### config.mk
export PLATFORM = sky130hd
export DESIGN_NAME = tpg_timer
export DESIGN_NICKNAME = d
export VERILOG_FILES = /design/src/shared/tpg_pkg.sv /design/src/shared/tpg_edge_if.sv /design/src/tpg_edge_det.sv /design/src/tpg_prescaler.sv /design/src/tpg_timer.sv
export SDC_FILE = /design/constraint.sdc
export NUM_CORES = 1
export LEC_CHECK = 0
export BUFFER_PORTS_ARGS = -buffer_cell sky130_fd_sc_hd__buf_2
export CAP_MARGIN = 25
export CORE_ASPECT_RATIO = 2
export CORE_MARGIN = 5
export CORE_UTILIZATION = 45
export CTS_CLUSTER_SIZE = 40
export DETAILED_ROUTE_END_ITERATION = 10
export PLACE_DENSITY = 0.65
export SYNTH_ARGS = -nofsm -noshare
export SYNTH_HDL_FRONTEND = slang
export SYNTH_SLANG_ARGS = --single-unit
### constraint.sdc
create_clock -name pclk -period 6.9 [get_ports pclk]
set_input_delay 0.345 -clock pclk [delete_from_list [all_inputs] [get_ports pclk]]
set_output_delay 0.345 -clock pclk [all_outputs]
set_load 0.01 [all_outputs]
### src/shared/tpg_pkg.sv
// constants shared by the pulse generator and width capture timer
package tpg_pkg;

   // ****************************************
   // register byte addresses
   // ****************************************
   localparam logic [7:0] ADDR_COUNT      = 8'h00;
   localparam logic [7:0] ADDR_CMP_FIRST  = 8'h04;
   localparam logic [7:0] ADDR_CMP_SECOND = 8'h08;
   localparam logic [7:0] ADDR_OUT_CTRL   = 8'h0C;
   localparam logic [7:0] ADDR_MODE_CTRL  = 8'h10;
   localparam logic [7:0] ADDR_CAP_CTRL   = 8'h14;
   localparam logic [7:0] ADDR_EDGE_SEL   = 8'h18;
   localparam logic [7:0] ADDR_PRESCALE   = 8'h1C;

   // ****************************************
   // field positions
   // ****************************************
   localparam int MC_OVERFLOW   = 0;
   localparam int MC_MODE_LO    = 2;
   localparam int MC_MODE_HI    = 3;
   localparam int OC_OUT_EN     = 0;
   localparam int OC_INV_FIRST  = 1;
   localparam int OC_LEVEL_CLR  = 2;
   localparam int OC_LEVEL_SET  = 3;
   localparam int OC_INV_SECOND = 4;
   localparam int OC_SP_EN      = 5;
   localparam int OC_SP_TRIG    = 6;
   localparam int CC_FIRST_CAP  = 0;
   localparam int CC_FIRST_SRC  = 1;
   localparam int CC_SECOND_CAP = 2;
   localparam int ES_FIRST_LO   = 0;
   localparam int ES_SECOND_LO  = 2;

   // ****************************************
   // reset values and limits
   // ****************************************
   localparam logic [15:0] COUNT_MAX      = 16'hFFFF;
   localparam logic [15:0] COUNT_ZERO     = 16'h0000;
   localparam logic [5:0]  OUT_CTRL_RST   = 6'h00;
   localparam logic [2:0]  CAP_CTRL_RST   = 3'h0;
   localparam logic [3:0]  EDGE_SEL_RST   = 4'h0;
   localparam logic [3:0]  PRESCALE_RST   = 4'h0;
   localparam logic [31:0] RDATA_ZERO     = 32'h0000_0000;

   // ****************************************
   // counting modes and edge selections
   // ****************************************
   localparam logic [1:0] MODE_STOP  = 2'h0;
   localparam logic [1:0] MODE_FREE  = 2'h1;
   localparam logic [1:0] MODE_EDGE  = 2'h2;
   localparam logic [1:0] MODE_MATCH = 2'h3;

   localparam logic [1:0] EDGE_FALL = 2'h0;
   localparam logic [1:0] EDGE_RISE = 2'h1;
   localparam logic [1:0] EDGE_NONE = 2'h2;
   localparam logic [1:0] EDGE_BOTH = 2'h3;

   typedef enum logic [1:0] {SP_IDLE, SP_DELAY, SP_ACTIVE} tpg_sp_state_e;

endpackage

### src/shared/tpg_edge_if.sv
// edge events passed from an input detector to the timer core
`timescale 1ns/100ps
interface tpg_edge_if;
   logic valid;
   logic opposite;
   modport det  (output valid, output opposite);
   modport core (input valid, input opposite);
endinterface

### src/tpg_edge_det.sv
// synchroniser and selectable edge detector for one capture input
`timescale 1ns/100ps
module tpg_edge_det
   import tpg_pkg::*;
(
   input  wire logic       clk,
   input  wire logic       rstn,
   input  wire logic       pin,
   input  wire logic [1:0] sel,
   tpg_edge_if.det         ev
);
   logic sync1_reg;
   logic sync2_reg;
   logic last_reg;
   logic rise;
   logic fall;

   // the first stage feeds the second only
   always_ff @(posedge clk or negedge rstn) begin
      if (!rstn) begin
         sync1_reg <= 1'b0;
         sync2_reg <= 1'b0;
         last_reg  <= 1'b0;
      end else begin
         sync1_reg <= pin;
         sync2_reg <= sync1_reg;
         last_reg  <= sync2_reg;
      end
   end

   assign rise = sync2_reg & ~last_reg;
   assign fall = ~sync2_reg & last_reg;

   always_comb begin
      ev.valid    = 1'b0;
      ev.opposite = 1'b0;
      unique case (sel)
         EDGE_FALL: begin
            ev.valid    = fall;
            ev.opposite = rise;
         end
         EDGE_RISE: begin
            ev.valid    = rise;
            ev.opposite = fall;
         end
         EDGE_NONE: begin
            ev.valid    = 1'b0;
         end
         EDGE_BOTH: begin
            ev.valid    = rise | fall;
         end
      endcase
   end
endmodule

### src/tpg_prescaler.sv
// count clock divider: one-cycle tick every (div + 1) pclk cycles
`timescale 1ns/100ps
module tpg_prescaler (
   input  wire logic       clk,
   input  wire logic       rstn,
   input  wire logic       run,
   input  wire logic [3:0] div,
   output logic            tick
);
   logic [3:0] cnt_reg;

   always_ff @(posedge clk or negedge rstn) begin
      if (!rstn) begin
         cnt_reg <= 4'h0;
      end else if (!run || cnt_reg >= div) begin
         cnt_reg <= 4'h0;
      end else begin
         cnt_reg <= cnt_reg + 4'h1;
      end
   end

   assign tick = run && (cnt_reg >= div);
endmodule

### src/tpg_timer.sv
// 16-bit timer channel: periodic pulse, single pulse and width capture
//
// Notes on behaviour
// - match-and-restart mode drives the periodic pulse on the timer output
// - period is first compare plus one counts; high time second plus one
// - count equal to first compare raises the first match pulse
// - count equal to second compare raises the second match pulse
// - single pulse needs free-run or edge-restart mode and enable bit 5
// - soft trigger bit 6 or first input edge restarts counter, one pulse
// - in single pulse, first match raises its pulse and inverts output
// - in single pulse, second match raises its pulse and inverts output
// - pulse starts first+1 counts after trigger, lasts second-first counts
// - two-input capture: first input to second reg, second input to first
// - one-input free-run: opposite edge to first reg, selected to second
// - edge-restart mode: opposite to first, selected to second and clear
// - capture into second register by first input raises second match
// - first register capture source selects first or second input
// - count past maximum sets overflow, wraps to zero, keeps counting
// - reading the counter returns the live count without disturbing it
`timescale 1ns/100ps
module tpg_timer
   import tpg_pkg::*;
(
   input  wire logic        pclk,
   input  wire logic        presetn,
   input  wire logic        psel,
   input  wire logic        penable,
   input  wire logic        pwrite,
   input  wire logic [7:0]  paddr,
   input  wire logic [31:0] pwdata,
   output logic      [31:0] prdata,
   output logic             pready,
   output logic             pslverr,
   input  wire logic        capture_input_first,
   input  wire logic        capture_input_second,
   output logic             timer_output_pin,
   output logic             match_irq_first,
   output logic             match_irq_second
);

   // ****************************************
   // registers and state
   // ****************************************
   logic [15:0]   count_reg;
   logic [15:0]   cmp_first_reg;
   logic [15:0]   cmp_second_reg;
   logic [5:0]    out_ctrl_reg;
   logic [1:0]    count_mode_reg;
   logic          overflow_flag_reg;
   logic [2:0]    cap_ctrl_reg;
   logic [3:0]    edge_sel_reg;
   logic [3:0]    prescale_reg;
   logic          level_reg;
   logic          pin_reg;
   logic          irq_first_reg;
   logic          irq_second_reg;
   logic [31:0]   prdata_reg;
   logic          pready_reg;
   logic          pslverr_reg;
   tpg_sp_state_e sp_state_reg;
   tpg_sp_state_e sp_state_next;

   // ****************************************
   // decoded controls
   // ****************************************
   logic        wr_en;
   logic        setup;
   logic [31:0] rdata_next;
   logic        addr_hit;
   logic        running;
   logic        tick;
   logic        sp_enable;
   logic        soft_trig;
   logic        sp_trigger;
   logic        edge_clear;
   logic        clear_start;
   logic        capturing_mode;
   logic        cap_first_en;
   logic        cap_second_en;
   logic        cap_first_evt;
   logic        cap_second_evt;
   logic        match_first;
   logic        match_second;
   logic        at_max;

   tpg_edge_if first_ev ();
   tpg_edge_if second_ev ();

   // ****************************************
   // input edge detection and count clock
   // ****************************************
   tpg_edge_det u_first_det (
      .clk  (pclk),
      .rstn (presetn),
      .pin  (capture_input_first),
      .sel  (edge_sel_reg[ES_FIRST_LO +: 2]),
      .ev   (first_ev)
   );

   tpg_edge_det u_second_det (
      .clk  (pclk),
      .rstn (presetn),
      .pin  (capture_input_second),
      .sel  (edge_sel_reg[ES_SECOND_LO +: 2]),
      .ev   (second_ev)
   );

   tpg_prescaler u_prescaler (
      .clk  (pclk),
      .rstn (presetn),
      .run  (running),
      .div  (prescale_reg),
      .tick (tick)
   );

   // ****************************************
   // bus decode
   // ****************************************
   // zero-wait slave: pready rises in the first access cycle
   assign setup = psel & ~penable;
   assign wr_en = psel & penable & pwrite & pready_reg;

   always_comb begin
      rdata_next = RDATA_ZERO;
      addr_hit   = 1'b1;
      unique case (paddr)
         ADDR_COUNT:      rdata_next[15:0] = count_reg;
         ADDR_CMP_FIRST:  rdata_next[15:0] = cmp_first_reg;
         ADDR_CMP_SECOND: rdata_next[15:0] = cmp_second_reg;
         ADDR_OUT_CTRL:   rdata_next[5:0]  = out_ctrl_reg;
         ADDR_MODE_CTRL: begin
            rdata_next[MC_MODE_HI:MC_MODE_LO] = count_mode_reg;
            rdata_next[MC_OVERFLOW]           = overflow_flag_reg;
         end
         ADDR_CAP_CTRL:   rdata_next[2:0]  = cap_ctrl_reg;
         ADDR_EDGE_SEL:   rdata_next[3:0]  = edge_sel_reg;
         ADDR_PRESCALE:   rdata_next[3:0]  = prescale_reg;
         default:         addr_hit         = 1'b0;
      endcase
   end

   always_ff @(posedge pclk or negedge presetn) begin
      if (!presetn) begin
         pready_reg  <= 1'b0;
         pslverr_reg <= 1'b0;
         prdata_reg  <= RDATA_ZERO;
      end else begin
         pready_reg  <= setup;
         pslverr_reg <= setup & ~addr_hit;
         if (setup) begin
            prdata_reg <= pwrite ? RDATA_ZERO : rdata_next;
         end
      end
   end

   // ****************************************
   // event terms
   // ****************************************
   assign running        = count_mode_reg != MODE_STOP;
   assign capturing_mode = (count_mode_reg == MODE_FREE) || (count_mode_reg == MODE_EDGE);
   assign sp_enable      = capturing_mode & out_ctrl_reg[OC_SP_EN];
   // the trigger bit is not stored: it acts in the write cycle and reads zero
   assign soft_trig      = wr_en & (paddr == ADDR_OUT_CTRL) & pwdata[OC_SP_TRIG];
   assign sp_trigger     = sp_enable & (soft_trig | first_ev.valid);
   assign edge_clear     = (count_mode_reg == MODE_EDGE) & first_ev.valid;
   assign clear_start    = sp_trigger | edge_clear;

   // mode 11 always compares on the first register
   assign cap_first_en   = capturing_mode & cap_ctrl_reg[CC_FIRST_CAP];
   assign cap_second_en  = capturing_mode & cap_ctrl_reg[CC_SECOND_CAP];
   // source bit picks the second input or the first input's opposite edge
   assign cap_first_evt  = cap_first_en &
                           (cap_ctrl_reg[CC_FIRST_SRC] ? first_ev.opposite
                                                       : second_ev.valid);
   assign cap_second_evt = cap_second_en & first_ev.valid;

   // a match is seen at the end of the count period holding the value
   assign match_first  = tick & ~cap_first_en & (count_reg == cmp_first_reg);
   assign match_second = tick & ~cap_second_en & (count_reg == cmp_second_reg);
   assign at_max       = tick & (count_reg == COUNT_MAX);

   // ****************************************
   // counter and overflow
   // ****************************************
   always_ff @(posedge pclk or negedge presetn) begin
      if (!presetn) begin
         count_reg <= COUNT_ZERO;
      end else if (!running) begin
         count_reg <= COUNT_ZERO;
      end else if (clear_start) begin
         count_reg <= COUNT_ZERO;
      end else if (tick) begin
         if (count_mode_reg == MODE_MATCH && count_reg == cmp_first_reg) begin
            count_reg <= COUNT_ZERO;
         end else begin
            count_reg <= count_reg + 16'h0001;
         end
      end
   end

   // a hardware set in the cycle of a software clear wins
   always_ff @(posedge pclk or negedge presetn) begin
      if (!presetn) begin
         overflow_flag_reg <= 1'b0;
      end else if (running && at_max) begin
         overflow_flag_reg <= 1'b1;
      end else if (wr_en && paddr == ADDR_MODE_CTRL && !pwdata[MC_OVERFLOW]) begin
         overflow_flag_reg <= 1'b0;
      end
   end

   // ****************************************
   // control registers
   // ****************************************
   always_ff @(posedge pclk or negedge presetn) begin
      if (!presetn) begin
         count_mode_reg <= MODE_STOP;
         out_ctrl_reg   <= OUT_CTRL_RST;
         cap_ctrl_reg   <= CAP_CTRL_RST;
         edge_sel_reg   <= EDGE_SEL_RST;
         prescale_reg   <= PRESCALE_RST;
      end else if (wr_en) begin
         unique case (paddr)
            ADDR_MODE_CTRL: count_mode_reg <= pwdata[MC_MODE_HI:MC_MODE_LO];
            ADDR_OUT_CTRL:  out_ctrl_reg   <= pwdata[5:0];
            ADDR_CAP_CTRL:  cap_ctrl_reg   <= pwdata[2:0];
            ADDR_EDGE_SEL:  edge_sel_reg   <= pwdata[3:0];
            ADDR_PRESCALE:  prescale_reg   <= pwdata[3:0];
            default: begin
            end
         endcase
      end
   end

   // ****************************************
   // compare / capture registers
   // ****************************************
   // a capture in the cycle of a software write wins
   always_ff @(posedge pclk or negedge presetn) begin
      if (!presetn) begin
         cmp_first_reg <= COUNT_ZERO;
      end else if (cap_first_evt) begin
         cmp_first_reg <= count_reg;
      end else if (wr_en && paddr == ADDR_CMP_FIRST) begin
         cmp_first_reg <= pwdata[15:0];
      end
   end

   always_ff @(posedge pclk or negedge presetn) begin
      if (!presetn) begin
         cmp_second_reg <= COUNT_ZERO;
      end else if (cap_second_evt) begin
         cmp_second_reg <= count_reg;
      end else if (wr_en && paddr == ADDR_CMP_SECOND) begin
         cmp_second_reg <= pwdata[15:0];
      end
   end

   // ****************************************
   // match / capture pulses
   // ****************************************
   // opposite-edge captures give no pulse
   always_ff @(posedge pclk or negedge presetn) begin
      if (!presetn) begin
         irq_first_reg  <= 1'b0;
         irq_second_reg <= 1'b0;
      end else begin
         irq_first_reg  <= running &
                           (match_first | (cap_first_evt & ~cap_ctrl_reg[CC_FIRST_SRC]));
         irq_second_reg <= running & (match_second | cap_second_evt);
      end
   end

   // ****************************************
   // single pulse sequencer
   // ****************************************
   // a retrigger during the pulse restarts the delay; users must avoid it
   always_comb begin
      sp_state_next = sp_state_reg;
      if (!sp_enable) begin
         sp_state_next = SP_IDLE;
      end else if (sp_trigger) begin
         sp_state_next = SP_DELAY;
      end else begin
         unique case (sp_state_reg)
            SP_IDLE: begin
               sp_state_next = SP_IDLE;
            end
            SP_DELAY: begin
               if (match_first) begin
                  sp_state_next = SP_ACTIVE;
               end
            end
            SP_ACTIVE: begin
               if (match_second) begin
                  sp_state_next = SP_IDLE;
               end
            end
         endcase
      end
   end

   always_ff @(posedge pclk or negedge presetn) begin
      if (!presetn) begin
         sp_state_reg <= SP_IDLE;
      end else begin
         sp_state_reg <= sp_state_next;
      end
   end

   // ****************************************
   // output level
   // ****************************************
   always_ff @(posedge pclk or negedge presetn) begin
      if (!presetn) begin
         level_reg <= 1'b0;
      end else if (!running) begin
         // default level is only steerable while stopped
         if (out_ctrl_reg[OC_LEVEL_SET] && !out_ctrl_reg[OC_LEVEL_CLR]) begin
            level_reg <= 1'b1;
         end else if (out_ctrl_reg[OC_LEVEL_CLR] && !out_ctrl_reg[OC_LEVEL_SET]) begin
            level_reg <= 1'b0;
         end
         // starting the periodic mode begins with the active phase
         if (wr_en && paddr == ADDR_MODE_CTRL &&
             pwdata[MC_MODE_HI:MC_MODE_LO] == MODE_MATCH) begin
            level_reg <= 1'b1;
         end
      end else if (count_mode_reg == MODE_MATCH) begin
         // with second below first, set/clear here equals an inversion
         if (match_first) begin
            level_reg <= 1'b1;
         end else if (match_second) begin
            level_reg <= 1'b0;
         end
      end else if (sp_enable) begin
         if (sp_trigger) begin
            level_reg <= 1'b0;
         end else if ((sp_state_reg == SP_DELAY && match_first) ||
                      (sp_state_reg == SP_ACTIVE && match_second)) begin
            level_reg <= ~level_reg;
         end
      end else begin
         level_reg <= level_reg ^ (match_first & out_ctrl_reg[OC_INV_FIRST])
                                ^ (match_second & out_ctrl_reg[OC_INV_SECOND]);
      end
   end

   always_ff @(posedge pclk or negedge presetn) begin
      if (!presetn) begin
         pin_reg <= 1'b0;
      end else begin
         pin_reg <= out_ctrl_reg[OC_OUT_EN] & level_reg;
      end
   end

   // ****************************************
   // outputs
   // ****************************************
   assign prdata           = prdata_reg;
   assign pready           = pready_reg;
   assign pslverr          = pslverr_reg;
   assign timer_output_pin = pin_reg;
   assign match_irq_first  = irq_first_reg;
   assign match_irq_second = irq_second_reg;

endmodule

Yosys cells after proc, flatten, opt, wreduce, memory -nomap -nowiden. Cells that the tools add are included.

Output and inout port bits: 37. Latch bits: 0. Memories: 0. RAM bits: 0. Memory bits (read-only): 0. Register bits after elaboration: 118.

$mul: 0. Add/subtract/negate cells: 2. Divide/modulo/power cells: 0. Order comparisons: 1. Shift-type cells: 0. Bitwise gates (word level): 47. Equality and inequality tests: 27. Reduce and logical (&&, ||, !) cells: 36. Multiplexer cells: 38.

Operators with widths (number): $mux W16 (9); $eq A16 B16 Y1 (2); $eq A8 B5 Y1 const B (4); $pmux W10 S3 (1); $and A1 B1 Y1 (29); $add A16 B1 Y16 const B (1); $eq A16 B16 Y1 const B (1); $eq A2 B2 Y1 const B (8); $eq A8 B4 Y1 const B (2); $pmux W1 S8 (2); $mux W1 (14); $pmux W1 S7 (2); $logic_and A1 B1 Y1 (12); $ne A4 B4 Y1 const B (3); $reduce_and A2 Y1 (6); $not A1 Y1 (10); $eq A2 B1 Y1 const B (4); $eq A8 B3 Y1 const B (1); $logic_not A8 Y1 (1); $mux W2 (4); $pmux W1 S4 (2); $pmux W2 S4 (1); $reduce_bool A2 Y1 (4); $reduce_or A8 Y1 (1); 14 further kinds (27).

Longest topological paths before layout.
Depth in word-level cells: 13. Mapped depth: 10. Mapped depth without buffers: 9.

Cells and area by module. A second synthesis with hierarchy kept.

Cells, all modules: 602. Area, all modules: 5977.0 sq um.

By module, submodules not included: tpg_timer (times used 1, seq. area each 2302.2 sq um, area each 5424.0 sq um, cells each 551); tpg_edge_det (times used 2, seq. area each 75.1 sq um, area each 141.4 sq um, cells each 12); tpg_prescaler (times used 1, seq. area each 100.1 sq um, area each 270.3 sq um, cells each 27).

Worst setup path before layout. No wires, ideal clock.

Path type: reg2reg. Start point: reg u_prescaler.cnt_reg[2]. End point: reg level_reg. Arrival: 2178 ps. Setup time: 126 ps. Cell stages (with the launch flop): 9. Period minus slack after synthesis: 2304 ps. Slack: 4596 ps. Cells stage by stage: dfrtp_1 ha_1 or2_2 a21oi_1 a211oi_1 nand4_1 a211oi_1 and4b_1 o311a_1.

Cells in the longest elaborated chain, start to end: 10. Elaborated cells on any way between the ends: 20.

Ends and longest elaborated chain: from (decl) (line tpg_prescaler.sv:10) `logic [3:0] cnt_reg;`; from (signal assigned) (line tpg_prescaler.sv:18) `cnt_reg <= cnt_reg + 4'h1;`; $ge A4 B4 Y1 * (line tpg_prescaler.sv:22) `assign tick = run && (cnt_reg >= div);`; $logic_and A1 B1 Y1 * (line tpg_prescaler.sv:22); $and A1 B1 Y1 (2 in series) (line tpg_timer.sv:178) `assign match_first = tick & ~cap_first_en & (count_reg == cmp_first_reg);`; $and A1 B1 Y1 (line tpg_timer.sv:344) `level_reg <= level_reg ^ (match_first & out_ctrl_reg[OC_INV_FIRST])`; $xor A1 B1 Y1 (line tpg_timer.sv:344); $xor A1 B1 Y1 (line tpg_timer.sv:345) `^ (match_second & out_ctrl_reg[OC_INV_SECOND]);`; $mux W1 (line tpg_timer.sv:336) `end else if (sp_enable) begin`; $mux W1 (line tpg_timer.sv:329) `end else if (count_mode_reg == MODE_MATCH) begin`; $mux W1 (line tpg_timer.sv:317) `end else if (!running) begin`; to (signal assigned) (line tpg_timer.sv:341) `level_reg <= ~level_reg;`; to (signal assigned) (line tpg_timer.sv:344); to (decl) (line tpg_timer.sv:53) `logic level_reg;`.

Every way passes the cells marked *; elsewhere a longest branch is shown, timed or not. A chain may end at the register's enable or synchronous reset.

Final worst setup path.
Start point: reg prescale_reg[2]. End point: reg level_reg.

Cells in the longest elaborated chain, start to end: 10. Elaborated cells on any way between the ends: 20.

Ends and longest elaborated chain: from (decl) (line tpg_timer.sv:52) `logic [3:0] prescale_reg;`; from (signal assigned) (line tpg_timer.sv:228) `ADDR_PRESCALE: prescale_reg <= pwdata[3:0];`; $ge A4 B4 Y1 * (line tpg_prescaler.sv:22); $logic_and A1 B1 Y1 * (line tpg_prescaler.sv:22); $and A1 B1 Y1 (2 in series) (line tpg_timer.sv:178); $and A1 B1 Y1 (line tpg_timer.sv:344); $xor A1 B1 Y1 (line tpg_timer.sv:344); $xor A1 B1 Y1 (line tpg_timer.sv:345); $mux W1 (line tpg_timer.sv:336); $mux W1 (line tpg_timer.sv:329); $mux W1 (line tpg_timer.sv:317).

Marked as above.

==> reports/metrics.cfg <==
[timing]
finalCritPeriodShare_pct=44.78
post-route-min-period_ns=3.090
hold_violations=0
setup_tns_ns=0
setup_viol=0
slew_headroom_pct=30.47
fin_skew_ns=0.01153
grt_setup_unrepaired=false
setup_ws_ns=3.810
fmax_mhz=323.6
drv_slew=0
worst_slew_pin_slew_ns=1.040

[clock_network]
clk_latency_ns=0.35
cts.sinks=102
tritoncts=done
cts_made_buffers=9
clock_path_buffers=2
cts_root_buffer=clkbuf_16
htree_levels=3
path_clk_slew_ns=0.07

[synth]
avgSynthCellArea_sq_um=9.861
yosysSeqAreaShare_pct=42.79
synthArstFlopShare_pct=100.0
synth_seq_cells=102
netlist_area_sq_um=5966
synth_edf_count=0
syn-instance-count=605
synth_top_flop_cell=dfrtp_1
synth_cell_types=58
synth_warnings=0

[layout]
layout_commonest_cell=dfrtp_1
area_growth_pct=9.522
drive_gt1_share_pct=16.90
final_cell_mix=dfrtp_1, nand2_1, o21ai_0, buf_2, mux2i_1
fillers=1237
antenna_cells=0
nNetsFinal=694

[critical_path]
critPathMaxStageDelay_ns=0.82
required_ns=7.13
end_kind=flop
crit_chain=inv_1 -> ha_1 -> or2_2 -> a21oi_1 -> a211oi_1 -> nand4_1 -> o211ai_2 -> a211oi_1 -> o311a_1
arrival_ns=3.32
critical-path-top-delay-family=compound AO/OA/AOI/OAI gates
critPathKind=flop to flop
crit_fanout=6
cp_slowest_cell=a211oi_1
crit_path_frequent_cell=a211oi_1
cp_num_buf_inv=1
critPathLaunchType=flop

[placed_design]
place_ws_ns=3.891
hpwl_microns=11860
io_buffers=51
globalplace.congestion=0.8977

[power_and_ir_drop]
power.switching_mw=0.3941
sw_frac_of_total_pct=29.00
combPwrFrac_pct=14.2
p_leak_nw=3.099
power_density_nw_per_um2=208.0
ir_drop_v=0.0001366
seqPwrFrac_pct=48.8
p_int_mw=0.9649
clkPwrFrac_pct=36.9

[run_status]
outcome=completed

[floorplan]
rows=59
ioPinCount=84
dieWidth_microns=91.42
die-area_sq_um=15800
dieHeight_microns=172.8
start_util_pct=45.92
core_sq_um=12990

[grt]
grt_use_total_pct=20.06
grt_overflow=0
antenna_found_initial=0
grt_pass1_wl_microns=25160
grt_max_degree=81
grt_pass1_vias=4760

[detailed_routing]
drt-initial-drc-count=273
drc_errors=0
first_pass_iters=5
routedWlPerCell_microns=19.95
wirelength_microns=15780
vias_per_cell=5.817
vias=4601
ant_nets=0

[worst_hold_path]
min_path_type=input port to flop

[job]
drv_cap=0

==> cells by family after synthesis <==
family	Yosys count	share of synthesized area [%]
AO/OA/AOI/OAI	130	13.67
flip-flops	102	42.79
multiplexers	67	12.77
adder cells (fa/ha/maj)	13	2.727
other	1	0.06286
buffers and inverters	75	6.607
AND/OR/NAND/NOR	183	16.38
XOR/XNOR	34	4.992
==> metal layers <==
layer	share of wire, %	vias up	track usage [%]
met5	0	-	0
met4	6.5	0	13.53
met3	3.2	45	2.783
met2	55	126	36.60
met1	35	2258	20.44
li1	-	2172	-
==> final cells by class <==
type                            instances  area, sq um  share of cell area (%)
Tap cell                              152        190.2                   2.911
Clock buffer                           10        239.0                   3.658
Sequential cell                       102         2552                   39.07
Clock inverter                          6        51.30                  0.7851
Timing Repair Buffer                   59        351.6                   5.381
Inverter                               19        71.32                   1.092
Multi-Input combinational cell        443         3078                   47.11
==> cells in the mapped netlist, drive strengths merged (2+ instances only) <==
cell type	n	area, sq um
nand3	10	50.05
mux4	6	135.1
a21oi	25	125.1
a211oi	5	37.54
or2	2	12.52
o31ai	3	22.52
nor2	31	116.4
o21ai	54	270.3
or4b	2	20.02
or2b	2	18.77
and3	8	50.05
dfrtp	102	2552
nand2	61	229.0
nor4	8	92.58
inv	19	71.32
a21o	8	60.06
a31o	2	17.52
and2	3	18.77
mux2i	48	480.5
xnor2	29	254.0
o21bai	8	60.06
a221oi	2	17.52
nand2b	8	50.05
nor2b	9	56.30
buf	41	266.5
o2bb2ai	2	17.52
nor3	11	60.06
nand4	17	106.4
ha	13	162.7
a31oi	2	12.51
nand4b	2	17.52
xor2	5	43.79
nor3b	6	50.05
clkbuf	15	56.30
mux2	13	146.4
a22o	12	105.1
==> worst paths after layout <==
path                            cells past startpoint                endpoint  slack, ns                   start
min in group asynchronous                           2            count_reg[0]       0.43                 presetn
worst min-delay path                                1   u_first_det.sync1_reg        0.1     capture_input_first
worst min register to register                      0  u_second_det.sync2_reg       0.35  u_second_det.sync1_reg
worst max-delay path                                9               level_reg       3.81         prescale_reg[2]
max in group asynchronous                           4        cmp_first_reg[2]       5.55                 presetn
worst max register to register                      9               level_reg       3.81         prescale_reg[2]
==> power groups by stage <==
stage,combinational [mW],sequential (mW),clock [mW]
6_report,0.194,0.664,0.502
5_1_grt,0.217,0.668,0.537
3_3_place_gp,0.184,0.673,0
4_1_cts,0.192,0.663,0.514
2_1_floorplan,0.161,0.647,0
3_5_place_dp,0.190,0.675,0
==> repair_timing <==
| item | in CTS | in global routing |
|---|---|---|
| setup endpoints to repair | 0 | 0 |
| endpoints found under the hold margin | 22 | 0 |
| buffers inserted | 0 | 0 |
| resized for setup | 0 | 0 |
| hold buffers | 1 | 0 |
==> metrics by stage <==
step / total power, mW / hold slack (ns) / utilization [%] / area, sq um / instances
floorplan: 0.8081 / 0.04941 / - / 6022 / 620
global placement: 0.8571 / 0.2561 / 47.56 / 6180 / 771
detailed placement: 0.8652 / 0.2616 / 47.77 / 6206 / 773
CTS: 1.370 / 0.08603 / 50.08 / 6506 / 790
global route: 1.421 / 0.08835 / 50.29 / 6534 / 791
finish: 1.359 / 0.09514 / 50.29 / 6534 / 791
(Power assumes the default switching activity.)
